[src/rtcal_defs.svh]
// Address map, field positions, reset values and timing of the clock/control block.
`ifndef RTCAL_DEFS_SVH
`define RTCAL_DEFS_SVH
`define RTCAL_ALM_LAST     8'h0F
`define RTCAL_ALM_GAP      3'h5
`define RTCAL_ALM_COMMIT   3'h4
`define RTCAL_ALM_COUNT    16
`define RTCAL_CTRL_BASE    8'h10
`define RTCAL_CTRL_LAST    8'h14
`define RTCAL_CTRL_COUNT   5
`define RTCAL_INT_IDX      3'h1
`define RTCAL_PWR_IDX      3'h4
`define RTCAL_RTC_BASE     8'h30
`define RTCAL_RTC_LAST     8'h37
`define RTCAL_RTC_COUNT    8
`define RTCAL_STAT_ADDR    8'h3F
`define RTCAL_STAT_CLR     8'h00
`define RTCAL_STAT_WEL     8'h02
`define RTCAL_STAT_REGISTER_WRITE_ENABLE_LATCH    8'h06
`define RTCAL_BIT_ENABLE   7
`define RTCAL_BIT_IM       7
`define RTCAL_BIT_ALARM_ONE_ARM     6
`define RTCAL_BIT_ALARM_ZERO_ARM     5
`define RTCAL_FO_HI        1
`define RTCAL_FO_LO        0
`define RTCAL_BIT_BUS_OFF_ON_BATTERY     7
`define RTCAL_BIT_BSW      6
`define RTCAL_PWR_RESET    8'h40
`define RTCAL_ZERO_BYTE    8'h00
`define RTCAL_NV_WRITE_MS  20
`define RTCAL_CLK_KHZ      50000
`endif

[src/rtcal_pkg.sv]
// Types shared by the clock/control block.
package rtcal_pkg;
  typedef enum logic [1:0] {
    RTCAL_NV_IDLE = 2'b01,
    RTCAL_NV_BUSY = 2'b10
  } rtcal_nv_state_t;
  typedef enum logic [4:0] {
    RTCAL_RG_ALARM = 5'b00001,
    RTCAL_RG_CTRL  = 5'b00010,
    RTCAL_RG_RTC   = 5'b00100,
    RTCAL_RG_STAT  = 5'b01000,
    RTCAL_RG_NONE  = 5'b10000
  } rtcal_region_t;
endpackage

[src/rtcal_ccr_ctrl.sv]
// Clock/control space write protection, alarms, nonvolatile timing and battery switchover.
`timescale 1ns/1ps
`include "rtcal_defs.svh"
module rtcal_ccr_ctrl
  import rtcal_pkg::*;
#(
  parameter int NV_WRITE_CYCLES = `RTCAL_NV_WRITE_MS * `RTCAL_CLK_KHZ
)
(
  // Clock and reset.
  input  wire logic       core_clk_in,
  input  wire logic       resetn_in,
  // Register port, fed by the serial bus front end.
  input  wire logic [7:0] reg_addr_in,
  input  wire logic [7:0] reg_wdata_in,
  input  wire logic       reg_wr_in,
  input  wire logic       reg_rd_in,
  output logic      [7:0] reg_rdata_out,
  // Transfer framing from the front end.
  input  wire logic       xfer_stop_in,
  input  wire logic       xfer_abort_in,
  // Supply comparators, asynchronous.
  input  wire logic       cmp_below_bat_in,
  input  wire logic       cmp_above_bat_in,
  input  wire logic       cmp_below_trip_in,
  input  wire logic       cmp_above_trip_in,
  // Status towards the chip.
  output logic            on_battery_out,
  output logic            bus_enabled_out,
  output logic            alarm_irq_out,
  output logic            nv_busy_out
);
  localparam int CW = $clog2(NV_WRITE_CYCLES + 1);
  localparam logic [CW-1:0] NV_LAST = CW'(NV_WRITE_CYCLES - 1);

  logic [7:0]      alarm_mem [`RTCAL_ALM_COUNT];
  logic [7:0]      ctrl_mem  [`RTCAL_CTRL_COUNT];
  logic [7:0]      rtc_mem   [`RTCAL_RTC_COUNT];
  logic            write_enable_latch;
  logic            register_write_enable_latch;
  logic            alarm_zero_flag;
  logic            alarm_one_flag;
  logic            wrote_any;
  logic            wrote_ctrl;
  logic [7:0]      last_addr;
  rtcal_nv_state_t nv_state;
  logic [CW-1:0]   nv_count;
  logic [3:0]      cmp_meta;
  logic [3:0]      cmp_sync;
  logic [1:0]      match_q;
  logic [1:0]      match;
  logic            wr;
  logic            rd;
  logic            stop;
  logic            abort;
  rtcal_region_t   wr_region;
  logic            unlocked;
  logic            data_wr;
  logic            stat_wr;
  logic            stat_rd;
  logic            alarm_commit;
  logic            nv_start;
  logic            fo_en;
  logic            im;
  logic            alarm_zero_arm;
  logic            alarm_one_arm;
  logic            fire0;
  logic            fire1;

  function automatic rtcal_region_t region(input logic [7:0] a);
    if (a <= `RTCAL_ALM_LAST)
      region = (a[2:0] == `RTCAL_ALM_GAP) ? RTCAL_RG_NONE : RTCAL_RG_ALARM;
    else if (a >= `RTCAL_CTRL_BASE && a <= `RTCAL_CTRL_LAST)
      region = RTCAL_RG_CTRL;
    else if (a >= `RTCAL_RTC_BASE && a <= `RTCAL_RTC_LAST)
      region = RTCAL_RG_RTC;
    else if (a == `RTCAL_STAT_ADDR)
      region = RTCAL_RG_STAT;
    else
      region = RTCAL_RG_NONE;
  endfunction

  // A bus that is switched off on battery sees neither strobes nor framing.
  assign wr    = reg_wr_in & bus_enabled_out;
  assign rd    = reg_rd_in & bus_enabled_out;
  assign stop  = xfer_stop_in & bus_enabled_out;
  assign abort = xfer_abort_in & bus_enabled_out;
  assign wr_region = region(reg_addr_in);

  // Programming in progress also locks the space so a commit cannot be torn.
  assign unlocked = write_enable_latch & register_write_enable_latch
                  & (nv_state == RTCAL_NV_IDLE);
  assign stat_wr  = wr & (wr_region == RTCAL_RG_STAT);
  assign stat_rd  = rd & (region(reg_addr_in) == RTCAL_RG_STAT);
  assign data_wr  = wr & unlocked
                  & (wr_region != RTCAL_RG_STAT) & (wr_region != RTCAL_RG_NONE);

  assign fo_en          = |ctrl_mem[`RTCAL_INT_IDX][`RTCAL_FO_HI:`RTCAL_FO_LO];
  assign im             = ctrl_mem[`RTCAL_INT_IDX][`RTCAL_BIT_IM];
  assign alarm_zero_arm = ctrl_mem[`RTCAL_INT_IDX][`RTCAL_BIT_ALARM_ZERO_ARM];
  assign alarm_one_arm  = ctrl_mem[`RTCAL_INT_IDX][`RTCAL_BIT_ALARM_ONE_ARM];

  always_ff @(posedge core_clk_in or negedge resetn_in)
  begin
    if (!resetn_in)
    begin
      write_enable_latch          <= 1'b0;
      register_write_enable_latch <= 1'b0;
    end
    else if (stat_wr)
    begin
      if (reg_wdata_in == `RTCAL_STAT_CLR)
      begin
        write_enable_latch          <= 1'b0;
        register_write_enable_latch <= 1'b0;
      end
      else if (reg_wdata_in == `RTCAL_STAT_WEL)
        write_enable_latch <= 1'b1;
      else if (reg_wdata_in == `RTCAL_STAT_REGISTER_WRITE_ENABLE_LATCH && write_enable_latch)
        register_write_enable_latch <= 1'b1;
    end
    else if (stop && wrote_any)
      register_write_enable_latch <= 1'b0;
  end

  // Per-transfer record of what was written; an abort drops it but leaves the latches.
  always_ff @(posedge core_clk_in or negedge resetn_in)
  begin
    if (!resetn_in)
    begin
      wrote_any  <= 1'b0;
      wrote_ctrl <= 1'b0;
      last_addr  <= `RTCAL_ZERO_BYTE;
    end
    else if (stop || abort)
    begin
      wrote_any  <= 1'b0;
      wrote_ctrl <= 1'b0;
    end
    else if (data_wr)
    begin
      wrote_any  <= 1'b1;
      wrote_ctrl <= wrote_ctrl | (wr_region == RTCAL_RG_CTRL);
      last_addr  <= reg_addr_in;
    end
  end

  // Weekday and century alarm bytes end above the low five and never commit.
  assign alarm_commit = (last_addr <= `RTCAL_ALM_LAST)
                      & (last_addr[2:0] <= `RTCAL_ALM_COMMIT);
  assign nv_start = stop & wrote_any & (wrote_ctrl | alarm_commit);

  always_ff @(posedge core_clk_in or negedge resetn_in)
  begin
    if (!resetn_in)
    begin
      nv_state <= RTCAL_NV_IDLE;
      nv_count <= '0;
    end
    else
    begin
      unique case (nv_state)
        RTCAL_NV_IDLE:
        begin
          nv_count <= '0;
          if (nv_start)
            nv_state <= RTCAL_NV_BUSY;
        end
        RTCAL_NV_BUSY:
        begin
          nv_count <= nv_count + CW'(1);
          if (nv_count == NV_LAST)
            nv_state <= RTCAL_NV_IDLE;
        end
        default:
          nv_state <= RTCAL_NV_IDLE;
      endcase
    end
  end

  always_ff @(posedge core_clk_in or negedge resetn_in)
  begin
    if (!resetn_in)
      nv_busy_out <= 1'b0;
    else
      nv_busy_out <= (nv_state == RTCAL_NV_BUSY) ? (nv_count != NV_LAST) : nv_start;
  end

  // Storage; the alarm page is indexed by the low nibble, which spans exactly its sixteen addresses 0x00 to 0x0F.
  always_ff @(posedge core_clk_in or negedge resetn_in)
  begin
    if (!resetn_in)
    begin
      for (int i = 0; i < `RTCAL_ALM_COUNT; i++)
        alarm_mem[i] <= `RTCAL_ZERO_BYTE;
    end
    else if (data_wr && wr_region == RTCAL_RG_ALARM)
      alarm_mem[reg_addr_in[3:0]] <= reg_wdata_in;
  end

  always_ff @(posedge core_clk_in or negedge resetn_in)
  begin
    if (!resetn_in)
    begin
      for (int i = 0; i < `RTCAL_CTRL_COUNT; i++)
        ctrl_mem[i] <= (i == `RTCAL_PWR_IDX) ? `RTCAL_PWR_RESET : `RTCAL_ZERO_BYTE;
    end
    else if (data_wr && wr_region == RTCAL_RG_CTRL)
      ctrl_mem[reg_addr_in[2:0]] <= reg_wdata_in;
  end

  // Clock bytes are volatile and take effect at once.
  always_ff @(posedge core_clk_in or negedge resetn_in)
  begin
    if (!resetn_in)
    begin
      for (int i = 0; i < `RTCAL_RTC_COUNT; i++)
        rtc_mem[i] <= `RTCAL_ZERO_BYTE;
    end
    else if (data_wr && wr_region == RTCAL_RG_RTC)
      rtc_mem[reg_addr_in[2:0]] <= reg_wdata_in;
  end

  // An alarm with no field enabled never matches.
  for (genvar k = 0; k < 2; k++)
  begin : g_alarm
    always_comb
    begin
      logic any;
      logic ok;
      any = 1'b0;
      ok  = 1'b1;
      for (int f = 0; f < `RTCAL_RTC_COUNT; f++)
      begin
        if (f != `RTCAL_ALM_GAP && alarm_mem[k*8+f][`RTCAL_BIT_ENABLE])
        begin
          any = 1'b1;
          ok  = ok & (alarm_mem[k*8+f][6:0] == rtc_mem[f][6:0]);
        end
      end
      match[k] = any & ok;
    end
  end

  always_ff @(posedge core_clk_in or negedge resetn_in)
  begin
    if (!resetn_in)
      match_q <= 2'h0;
    else
      match_q <= match;
  end

  // Fire on the start of each match so one match sets a flag only once.
  assign fire0 = match[0] & ~match_q[0] & alarm_zero_arm & ~fo_en;
  assign fire1 = match[1] & ~match_q[1] & alarm_one_arm & ~fo_en
               & ~(im & alarm_zero_arm);

  // The read strobe stands for the eighth bus clock; an event in that cycle wins.
  always_ff @(posedge core_clk_in or negedge resetn_in)
  begin
    if (!resetn_in)
    begin
      alarm_zero_flag <= 1'b0;
      alarm_one_flag  <= 1'b0;
    end
    else
    begin
      alarm_zero_flag <= fire0 | (alarm_zero_flag & ~stat_rd);
      alarm_one_flag  <= fire1 | (alarm_one_flag & ~stat_rd);
    end
  end

  always_ff @(posedge core_clk_in or negedge resetn_in)
  begin
    if (!resetn_in)
      alarm_irq_out <= 1'b0;
    else
      alarm_irq_out <= fire0 | fire1;
  end

  always_ff @(posedge core_clk_in or negedge resetn_in)
  begin
    if (!resetn_in)
    begin
      cmp_meta <= 4'h0;
      cmp_sync <= 4'h0;
    end
    else
    begin
      cmp_meta <= {cmp_above_trip_in, cmp_below_trip_in, cmp_above_bat_in, cmp_below_bat_in};
      cmp_sync <= cmp_meta;
    end
  end

  always_ff @(posedge core_clk_in or negedge resetn_in)
  begin
    if (!resetn_in)
      on_battery_out <= 1'b0;
    else if (!ctrl_mem[`RTCAL_PWR_IDX][`RTCAL_BIT_BSW])
    begin
      if (!on_battery_out && cmp_sync[0] && cmp_sync[2])
        on_battery_out <= 1'b1;
      else if (on_battery_out && (cmp_sync[1] || cmp_sync[3]))
        on_battery_out <= 1'b0;
    end
    else
    begin
      if (!on_battery_out && cmp_sync[0])
        on_battery_out <= 1'b1;
      else if (on_battery_out && cmp_sync[1])
        on_battery_out <= 1'b0;
    end
  end

  always_ff @(posedge core_clk_in or negedge resetn_in)
  begin
    if (!resetn_in)
      bus_enabled_out <= 1'b1;
    else
      bus_enabled_out <= ~(on_battery_out & ctrl_mem[`RTCAL_PWR_IDX][`RTCAL_BIT_BUS_OFF_ON_BATTERY]);
  end

  always_ff @(posedge core_clk_in or negedge resetn_in)
  begin
    if (!resetn_in)
      reg_rdata_out <= `RTCAL_ZERO_BYTE;
    else if (!rd)
      reg_rdata_out <= `RTCAL_ZERO_BYTE;
    else
    begin
      unique case (region(reg_addr_in))
        RTCAL_RG_ALARM: reg_rdata_out <= alarm_mem[reg_addr_in[3:0]];
        RTCAL_RG_CTRL:  reg_rdata_out <= ctrl_mem[reg_addr_in[2:0]];
        RTCAL_RG_RTC:   reg_rdata_out <= rtc_mem[reg_addr_in[2:0]];
        RTCAL_RG_STAT:  reg_rdata_out <= {on_battery_out, alarm_one_flag, alarm_zero_flag,
                                          2'h0, register_write_enable_latch,
                                          write_enable_latch, 1'b0};
        RTCAL_RG_NONE:  reg_rdata_out <= `RTCAL_ZERO_BYTE;
      endcase
    end
  end
endmodule

[config.mk]
export PLATFORM = sky130hd
export DESIGN_NAME = rtcal_ccr_ctrl
export DESIGN_NICKNAME = d
export VERILOG_FILES = /design/src/rtcal_pkg.sv /design/src/rtcal_ccr_ctrl.sv
export VERILOG_INCLUDE_DIRS = /design/src
export SDC_FILE = /design/constraint.sdc
export NUM_CORES = 1
export LEC_CHECK = 0
export ABC_AREA = 1
export BUFFER_PORTS_ARGS = -buffer_cell sky130_fd_sc_hd__buf_2
export CAP_MARGIN = 30
export CORE_MARGIN = 3
export CORE_UTILIZATION = 45
export DETAILED_ROUTE_END_ITERATION = 12
export PLACE_DENSITY = 0.65
export SETUP_SLACK_MARGIN = 0.05
export SLEW_MARGIN = 0
export SYNTH_ARGS = -nofsm -noshare
export SYNTH_HDL_FRONTEND = slang
export SYNTH_SLANG_ARGS = --single-unit
[constraint.sdc]
create_clock -name core_clk_in -period 2.4 [get_ports core_clk_in]
set_input_delay 0.12 -clock core_clk_in [delete_from_list [all_inputs] [get_ports core_clk_in]]
set_output_delay 0.12 -clock core_clk_in [all_outputs]
set_load 0.01 [all_outputs]
==> summary.txt, run 1 <==
Outcome
  – Outcome: complete, no violations

Yosys
  – Post-synth EDFFs: 0
  – #FFs+latches synth: 289
  – Post-synthesis sequential area ratio: 46.6%
  – Post-synthesis mux area share: 0%
  – Synth cell types: 44
  – Yosys top cell area share: 46.1%
  – Async set-reset flop share out of synthesis: 100%
  – Post-Synth Simple-Gate Area: 39.2%
  – Syn Inst Count: 2220
  – Post-Synth Adder-Cell Area: 0.242%
  – Top FF cell, synth: dfrtp_1
  – Synth Area in XOR/XNOR: 2.03%
  – Leading area contributor after synthesis: dfrtp_1
  – Syn nets: 2249
  – Compound-cell area share of the yosys netlist: 4.81%
  – Dominant cells by area after synthesis: dfrtp_1 (46%), nand2_1 (28%), inv_1 (5.0%)
  – Ys Warns: 0
  – Largest family of logic cells by synthesized area: simple AND/OR/NAND/NOR gates
  – Synth Cell Area: 15500 um^2
  – Mapped Avg Cell Area: 6.99 um^2

Power and ir drop
  – Power, Total: 11.8 mW
  – Internal power: 8.81 mW
  – Seq pwr share: 42.1%
  – Clock power share: 48.5%
  – Max VDD drop: 0.526 mV
  – Sw Pwr: 2.97 mW
  – Net Sw Frac: 25.2%
  – PD cells: 663 nW/um^2
  – Gate power share: 9.4%
  – P_leak: 9.83 nW

Critical path
  – Reg2reg path depth: 8
  – Worst Path Required: 2.86 ns
  – Crit-path max cell delay: 0.55 ns
  – Worst EP arrival: 2.70 ns
  – Worst Path Max Fanout: 14
  – Worst path top cell family by delay: simple AND/OR/NAND/NOR gates
  – Worst path cell trace: ha_1, nand3_1, nor3_4, nand3_4, buf_4, nor2_2, nand2_1, nand2_1
  – Crit path buf inv count: 1
  – Endpoint class of the critical path: flip-flop
  – Startpoint Class: flip-flop
  – WP depth: 8
  – Critical path class: flip-flop to flip-flop
  – CP dominant cell by count: nand2_1
  – Slowest stage cell, crit path: dfstp_2

STA
  – Fin. Hold Viols: 0
  – Max Slew Vio Count: 0
  – Clock skew after layout: 0.0202 ns
  – Worst-case headroom to the max-slew limit: 40.4%
  – Setup ws final: 0.161 ns
  – Clock period minus worst slack: 2.24 ns
  – Measured slew at the worst slew-check pin: 0.894 ns
  – Tcrit/Tclk final: 93.3%
  – F_max: 447 MHz
  – Worst hold slack: 0.0188 ns
  – Final setup vio count: 0
  – RSZ-0062 raised after global routing: true

Global route
  – GRT Util Overall: 28.8%
  – Total gr overflow: 0
  – First-pass GRT wire length: 80.9 mm
  – Initial antenna violation count: 0
  – Vias in the first global route: 13874
  – Pin count of the biggest net entering global routing: 70

Place
  – DP Worst Slack: 0.0128 ns
  – Routability congestion estimate: 1.02
  – PortBufs: 37
  – Dpl cell area: 16400 um^2
  – Detailed Place HPWL: 37.8 mm

Floorplanning
  – Die H: 192 um
  – Core ar.: 33800 um^2
  – FP Rows: 67
  – Die area: 36800 um^2
  – Num ports: 38
  – Die W: 192 um
  – Initial core utilization: 45.9%

Detailed routing
  – Vias: 14390
  – Remaining antenna violation count: 0
  – Wire length per cell: 19.1 um
  – Vias per inst: 5.24
  – DR pass1 iterations: 6
  – Initial DRC Count: 1243
  – DRC violations left: 0
  – Detailed Route WL: 52.4 mm

Clock tree
  – Clk slew on worst S/H paths: 0.07 ns
  – CTS tree: built
  – Clk root buf: clkbuf_16
  – Clock latency on the worst-skew pair: 0.53 ns
  – CTS sink count: 289
  – Num CTS Buffers: 35
  – Max clock buf depth: 3
  – # H-tree levels: 2

Worst hold path
  – Hold Path Class: primary input to flip-flop
  – Hold Path Cell Cnt: 3

Finish
  – Nets@finish: 2303
  – Layout cells sized above 1: 9.01%
  – FILL cells: 3295
  – Layout area overhead: 14.5%
  – Final Util: 52.6%
  – # diodes: 0
  – Finished Cell Area: 17800 um^2

Job
  – Max cap viols: 0
## cell type report
class / count / area, um^2 / area share (%)
inverter: 211 / 797 / 4.48
multi-input combinational: 1646 / 7210 / 40.5
tap: 448 / 561 / 3.15
timing repair buffer: 91 / 733 / 4.12
clock inverter: 10 / 185 / 1.04
sequential: 289 / 7240 / 40.7
clock buffer: 51 / 1060 / 5.95
## power groups by stage
stage	clock network, mW	logic (mW)	registers (mW)
5_1_grt	5.97	1.21	4.96
6_report	5.72	1.11	4.96
3_3_place_gp	0	1.08	5.04
4_1_cts	5.78	1.09	4.96
3_5_place_dp	0	1.08	5.04
2_1_floorplan	0	0.577	5.04
## timing repair
action | CTS | global route
endpoints found under the setup margin | 0 | 10
resized for setup | 0 | 6
hold buffers | 8 | 0
setup buffers | 0 | 0
endpoints found under the hold margin | 261 | 0
## flip-flops by register name, indices dropped and copies added (netlist names)
signal	cells
register_write_enable_latch	1
cmp_sync	4
ctrl_mem	38
alarm_one_arm	1
reg_rdata_out	8
rtc_mem	64
bus_enabled_out	1
last_addr	7
alarm_zero_flag	1
wrote_any	1
cmp_meta	4
wrote_ctrl	1
alarm_irq_out	1
on_battery_out	1
nv_busy_out	1
nv_state	2
match_q	2
alarm_mem	128
nv_count	20
write_enable_latch	1
alarm_one_flag	1
alarm_zero_arm	1
## cells in the mapped netlist, drive strengths merged, types with 2 or more instances
master	count
a31oi	2
nand4	30
xnor2	26
buf	13
or2	4
clkinv	2
nand2	1165
xor2	10
nand3	46
ha	3
inv	209
dfstp	3
o21bai	2
a22oi	2
o22ai	32
nor3	14
o21a	2
o21ai	55
nor4	4
dfrtp	286
nor2	206
a21oi	33
a21boi	2
clkbuf	61
and2	2
## per-layer routing
| metal | wire length, um | GRT usage [%] | part of all wire, % | vias up |
|---|---|---|---|---|
| li1 | - | - | - | 6874 |
| met1 | 21800 | 38.1 | 42 | 6782 |
| met2 | 24600 | 47.3 | 47 | 593 |
| met3 | 3610 | 4.11 | 6.9 | 141 |
| met4 | 2440 | 12.5 | 4.7 | 0 |
| met5 | 0 | 0 | 0 | - |
## worst register-to-register path, delay by kind of cell (launching register included)
kind / cells / cell delay (ns)
buffers and inverters: 1 / 0.29
flip-flops: 1 / 0.55
AND/OR/NAND/NOR: 6 / 1.17
adder cells (fa/ha/maj): 1 / 0.18
## cells in the final DEF, fill, tap and decap left out, types with 4 or more instances in the layout
cell type      Yosys  layout
nand2_1         1145    1145
dfrtp_1          286     286
inv_1            207     207
nor2_1           178     174
o21ai_0           55      54
nand3_1           42      42
clkbuf_16          0      37
buf_4              1      37
buf_2              5      36
a21oi_1           33      33
o22ai_1           32      32
nand4_1           29      29
xnor2_1           26      26
nor2_4            21      22
nand2_4           18      18
nor3_1            13      12
nor2_2             7      10
xor2_1            10      10
buf_12             0       9
clkbuf_8           0       8
dlygate4sd3_1      0       8
clkbuf_1          61       6
bufinv_16          0       5
or2_2              4       4
nor4_1             4       4
## kinds of logic (layout without fill, tap and decap cells)
group                    Yosys count  after routing
AO/OA/AOI/OAI                    134            134
XOR/XNOR                          36             36
adder cells (fa/ha/maj)            3              3
buffers and inverters            285            363
flip-flops                       289            289
AND/OR/NAND/NOR                 1473           1473
## metrics by stage
stage | std cells | TNS [ns]
after detailed placement | 2677 | 0
final | 2746 | 0
after global placement | 2677 | -0.00741
after floorplan | 2220 | 0
after CTS | 2746 | 0
after global routing | 2746 | 0
## final timing paths
path | endpoint | start | slack [ns]
min | last_addr[4] | reg_addr_in[4] | 0.02
max reg2reg | alarm_mem[14] | nv_state[0] | 0.16
min in group asynchronous | ctrl_mem[18] | resetn_in | 0.10
max in group asynchronous | alarm_mem[113] | resetn_in | 1.52
min reg2reg | cmp_sync[1] | cmp_meta[1] | 0.34
max | alarm_mem[14] | nv_state[0] | 0.16
No activity file was read; power rests on OpenSTA's default activity.
==> inputs of run 2 (changes only) <==
SKIP_LAST_GASP = 1   (was not set)
clock period = 2.9 ns   (was 2.4 ns; I/O delays follow)
==> run 2 against run 1 <==
  * Wire length decreased by 1.1%
  * Sequential share of layout area rose by 0.48 points
  * Non-clock buffer count decreased by 13
  * Setup slack better by 0.31 ns
  * Critical endpoint is now nv_count[14]
  * Largest cell class unchanged
  * Highest routed layer unchanged
==> summary.txt, run 2 (same netlist as run 1, synthesis figures left out) <==
Detailed routing
  – Vias per inst: 5.21
  – DRC violations left: 0
  – Met2 wire len: 24.3 mm
  – Uppermost layer routed: met4
  – Initial DRC Count: 1307
  – Remaining antenna violation count: 0
  – Vias: 14244
  – Post-route met1 wirelength: 21.8 mm
  – DR pass1 iterations: 8
  – Wire length on met3: 3.39 mm
  – Detailed Route WL: 51.9 mm
  – Wire length per cell: 19.0 um

Critical path
  – Slowest stage cell, crit path: dfstp_2
  – Startpoint Class: flip-flop
  – Worst path cell trace: inv_1, ha_1, nor2_1, nand2_1, nor2_1, nand2_1, nor2_1, nand2_1, o21ai_0, a21boi_0
  – Worst Path Required: 3.28 ns
  – Crit-path max cell delay: 0.54 ns
  – Worst EP arrival: 2.81 ns
  – Worst path top cell family by delay: simple AND/OR/NAND/NOR gates
  – Crit path buf inv count: 1
  – Endpoint class of the critical path: flip-flop
  – Critical path class: flip-flop to flip-flop
  – Worst Path Max Fanout: 6

Global route
  – Pin count of the biggest net entering global routing: 81
  – Vias in the first global route: 13899
  – Total gr overflow: 0
  – First-pass GRT wire length: 80.8 mm
  – GRT Util Overall: 28.7%
  – Initial antenna violation count: 0

STA
  – Measured slew at the worst slew-check pin: 0.796 ns
  – F_max: 412 MHz
  – Setup TNS: 0 ns
  – Clock period minus worst slack: 2.43 ns
  – Clock skew after layout: 0.0180 ns
  – Setup ws final: 0.473 ns
  – RSZ-0062 raised after global routing: false
  – Worst-case headroom to the max-slew limit: 45.6%
  – Max Slew Vio Count: 0
  – Fin. Hold Viols: 0
  – Tcrit/Tclk final: 83.7%
  – Final setup vio count: 0

Clock tree
  – CTS tree: built
  – Clk slew on worst S/H paths: 0.06 ns
  – PostCTS Resize Cnt: 0
  – # H-tree levels: 2
  – Setup bufs post-CTS: 0
  – Num CTS Buffers: 35
  – Cts hold-fix bufs: 12
  – Clk root buf: clkbuf_16
  – CTS sink count: 289
  – Clock latency on the worst-skew pair: 0.53 ns
  – Max clock buf depth: 3

Place
  – Detailed Place HPWL: 37.9 mm
  – PortBufs: 37
  – Routability congestion estimate: 1.00
  – DP Worst Slack: 0.484 ns

Power and ir drop
  – P_leak: 9.72 nW
  – Power, Total: 9.55 mW
  – PD cells: 544 nW/um^2
  – Max VDD drop: 0.498 mV

Finish
  – Biggest regs: alarm_mem (128), rtc_mem (64), ctrl_mem (38)
  – Most common cell after layout, fill and taps aside: nand2_1
  – Commonest cells after routing, fill and taps aside: nand2_1 (1145), dfrtp_1 (286), inv_1 (207)
  – Layout area overhead: 13.2%
  – Layout cells sized above 1: 8.18%
  – Max reg flops: 128
  – Final Util: 52.0%
  – # diodes: 0
  – FILL cells: 3282
  – Register with the most flip-flops: alarm_mem
  – Nets@finish: 2290

Floorplanning
  – Initial core utilization: 45.9%
  – Die H: 192 um
  – Core ar.: 33800 um^2
  – Die area: 36800 um^2
  – Num ports: 38
  – Die W: 192 um
  – FP Rows: 67

Job
  – Max cap viols: 0

Worst hold path
  – Hold Path Class: primary input to flip-flop

Outcome
  – Outcome: complete, no violations
-- run 2: changes by cell type in the layout (fill, tap and decap cells not counted), sizes merged --
cell / delta
clkinv: +6
clkinvlp: -1
bufinv: -1
dlygate4sd3: +4
clkbuf: -3
buf: -17
-- run 2: area by class of cell --
class / instances / area [um^2] / share of cell area, %
Timing Repair Buffer: 78 / 596 / 3.39
Sequential cell: 289 / 7240 / 41.2
Multi-Input combinational cell: 1646 / 7190 / 40.9
Tap cell: 448 / 561 / 3.19
Clock buffer: 48 / 1010 / 5.73
Clock inverter: 14 / 185 / 1.05
Inverter: 211 / 797 / 4.54
-- run 2: final timing paths --
check                             start               end  slack, ns  cells past startpoint
setup reg to reg            nv_state[0]      nv_count[14]       0.47                     10
min in group asynchronous     resetn_in  reg_rdata_out[1]       0.23                      2
max in group asynchronous     resetn_in     alarm_mem[94]       1.86                      3
hold reg to reg             cmp_meta[3]       cmp_sync[3]       0.35                      0
setup / recovery            nv_state[0]      nv_count[14]       0.47                     10
hold / removal             xfer_stop_in         wrote_any       0.03                      4
-- run 2: routing by layer --
metal  up-vias  GRT usage [%]
met2       495           47.1
met5         -              0
li1       6857              -
met1      6767           37.0
met4         0           12.2
met3       125           5.97
-- run 2: power breakdown --
group | switching, mW | internal [mW]
clock network | 1.76 | 2.79
logic | 0.680 | 0.222
registers | 0.0235 | 4.08
total | 2.46 | 7.09
-- run 2: tightest hold or removal path: stages --
cell and delay [ns]:
buf_2 0.09, o21ai_0 0.11, inv_1 0.12, nor2_1 0.06
-- run 2: through the flow --
step	cells	instance area, um^2	hold WS [ns]
2_1_floorplan	2220	15500	-0.151
3_3_place_gp	2660	16300	0.202
3_5_place_dp	2660	16300	0.169
4_1_cts	2734	17600	0.0137
5_1_grt	2734	17600	0.0413
6_report	2734	17600	0.0288
==> inputs of run 3 (changes only) <==
clock period = 2.5 ns   (was 2.9 ns; I/O delays follow)
==> run 3 against run 2 <==
  * Die area stayed put
  * Clock power is 17% higher
  * Total power is 17% higher
  * Critical path type unchanged
  * First-iteration DRC count is 0.92% higher
  * Core utilization is 0.46 points higher
  * Largest cell class unchanged
  * Fmax is 6.1% higher
  * Sequential share of layout area is 0.36 points lower
  * Clock-buffer cell count is 6 higher
  * Non-clock buffer count is 13 higher
==> summary.txt, run 3 (same netlist as run 1, synthesis figures left out) <==
STA
  – Clock skew after layout: 0.0136 ns
  – Fin. Hold Viols: 0
  – Clock period minus worst slack: 2.29 ns
  – Measured slew at the worst slew-check pin: 0.870 ns
  – Final setup vio count: 0
  – Tcrit/Tclk final: 91.5%
  – Max Slew Vio Count: 0
  – Worst-case headroom to the max-slew limit: 40.5%
  – Worst hold slack: 0.0136 ns
  – RSZ-0062 raised after global routing: false
  – Setup TNS: 0 ns
  – F_max: 437 MHz

Floorplanning
  – Initial core utilization: 45.9%
  – FP Rows: 67
  – Die H: 192 um
  – Core ar.: 33800 um^2
  – Die area: 36800 um^2
  – Die W: 192 um
  – Num ports: 38

Critical path
  – Worst Path Required: 2.91 ns
  – Worst EP arrival: 2.69 ns
  – Crit-path max cell delay: 0.54 ns
  – Crit path buf inv count: 1
  – Worst path top cell family by delay: simple AND/OR/NAND/NOR gates
  – Critical R2R Launch: nv_state[0]
  – CP dominant cell by count: nand2_1
  – Worst Path Max Fanout: 9
  – Critical path class: flip-flop to flip-flop
  – Worst path cell trace: ha_1, nand3_1, nor3_4, nand3_4, inv_2, nand2_1, nand2_1, nand2_1
  – Slowest stage cell, crit path: dfstp_2
  – Worst setup path startpoint: nv_state[0]
  – Startpoint Class: flip-flop
  – Endpoint class of the critical path: flip-flop

Global route
  – GRT Util Overall: 29.1%
  – Pin count of the biggest net entering global routing: 75
  – Total gr overflow: 0
  – Vias in the first global route: 13893
  – First-pass GRT wire length: 81.6 mm
  – Initial antenna violation count: 0

Detailed routing
  – Detailed Route WL: 52.9 mm
  – DRC violations left: 0
  – Vias per inst: 5.25
  – Remaining antenna violation count: 0
  – Vias: 14406
  – Wire length per cell: 19.3 um
  – DR pass1 iterations: 6
  – Initial DRC Count: 1319

Finish
  – Register with the most flip-flops: alarm_mem
  – Nets@finish: 2303
  – Layout area overhead: 14.2%
  – FILL cells: 3261
  – Layout cells sized above 1: 9.01%
  – # diodes: 0
  – Finished Cell Area: 17700 um^2
  – Max reg flops: 128
  – Biggest regs: alarm_mem (128), rtc_mem (64), ctrl_mem (38)
  – Commonest cells after routing, fill and taps aside: nand2_1 (1145), dfrtp_1 (286), inv_1 (207)
  – Most common cell after layout, fill and taps aside: nand2_1

Clock tree
  – CTS tree: built
  – Num CTS Buffers: 35
  – Clock latency on the worst-skew pair: 0.53 ns
  – Max clock buf depth: 3
  – CTS sink count: 289
  – Clk slew on worst S/H paths: 0.06 ns
  – # H-tree levels: 2
  – Clk root buf: clkbuf_16

Place
  – PortBufs: 37
  – Detailed Place HPWL: 38.0 mm
  – Routability congestion estimate: 1.01
  – Dpl cell area: 16400 um^2

Power and ir drop
  – P_leak: 9.81 nW
  – PD cells: 631 nW/um^2
  – Max VDD drop: 0.528 mV
  – Power, Total: 11.2 mW

Job
  – Max cap viols: 0

Outcome
  – Outcome: complete, no violations

Worst hold path
  – Hold Crit Start: reg_addr_in[4]
  – Hold Path Class: primary input to flip-flop
==> run 3: changes by cell type in the layout (fill, tap and decap cells not counted), sizes merged <==
cell	previous run	this run
inv	210	209
bufinv	4	3
dlygate4sd3	12	7
clkbuf	48	54
clkinv	11	4
buf	66	84
clkinvlp	0	2
==> run 3: metal layers <==
layer	routed length (um)	share of wire, %	vias up	GRT usage (%)
met5	0	0	-	0
met4	2740	5.2	0	13.4
met3	3390	6.4	153	4.60
met2	24700	47	562	47.1
met1	22100	42	6821	38.6
li1	-	-	6870	-
==> run 3: worst reg2reg max path, stage by stage (launching register included) <==
cell	delay, ns
dfstp_2	0.54
ha_1	0.18
nand3_1	0.14
nor3_4	0.37
nand3_4	0.13
inv_2	0.29
nand2_1	0.33
nand2_1	0.13
nand2_1	0.06
==> run 3: power by group <==
group	switching [mW]	leakage, nW	internal [mW]
sequential	0.0268	3.99	4.73
combinational	0.806	5.22	0.278
clock	2.02	0.593	3.33
==> run 3: per-stage QoR <==
step | std cells | setup WS, ns | utilization (%)
2_1_floorplan | 2220 | 0.540 | -
3_3_place_gp | 2678 | 0.237 | 48.6
3_5_place_dp | 2678 | 0.0870 | 48.6
4_1_cts | 2746 | 0.0965 | 52.4
5_1_grt | 2746 | 0.0582 | 52.5
6_report | 2746 | 0.212 | 52.5
==> run 3: worst paths after layout <==
| path | end | slack [ns] | cells after the start |
|---|---|---|---|
| hold / removal | last_addr[4] | 0.01 | 3 |
| setup reg to reg | alarm_mem[3] | 0.21 | 8 |
| min in group asynchronous | rtc_mem[9] | 0.20 | 2 |
| setup / recovery | alarm_mem[3] | 0.21 | 8 |
| hold reg to reg | cmp_sync[3] | 0.35 | 0 |
| max in group asynchronous | rtc_mem[59] | 1.50 | 3 |
==> run 3: layout make-up <==
type	instances	area, um^2	area share, %
Sequential cell	289	7240	40.8
Multi-Input combinational cell	1646	7200	40.6
Clock buffer	54	1100	6.21
Inverter	211	797	4.50
Timing Repair Buffer	91	718	4.05
Tap cell	448	561	3.16
Clock inverter	7	115	0.649
==> run 3: timing repair <==
action / in CTS / in global routing
endpoints found under the setup margin: 0 / 2
gates resized for setup: 0 / 4
endpoints found under the hold margin: 75 / 0
buffers inserted: 0 / 0
hold buffers: 7 / 0
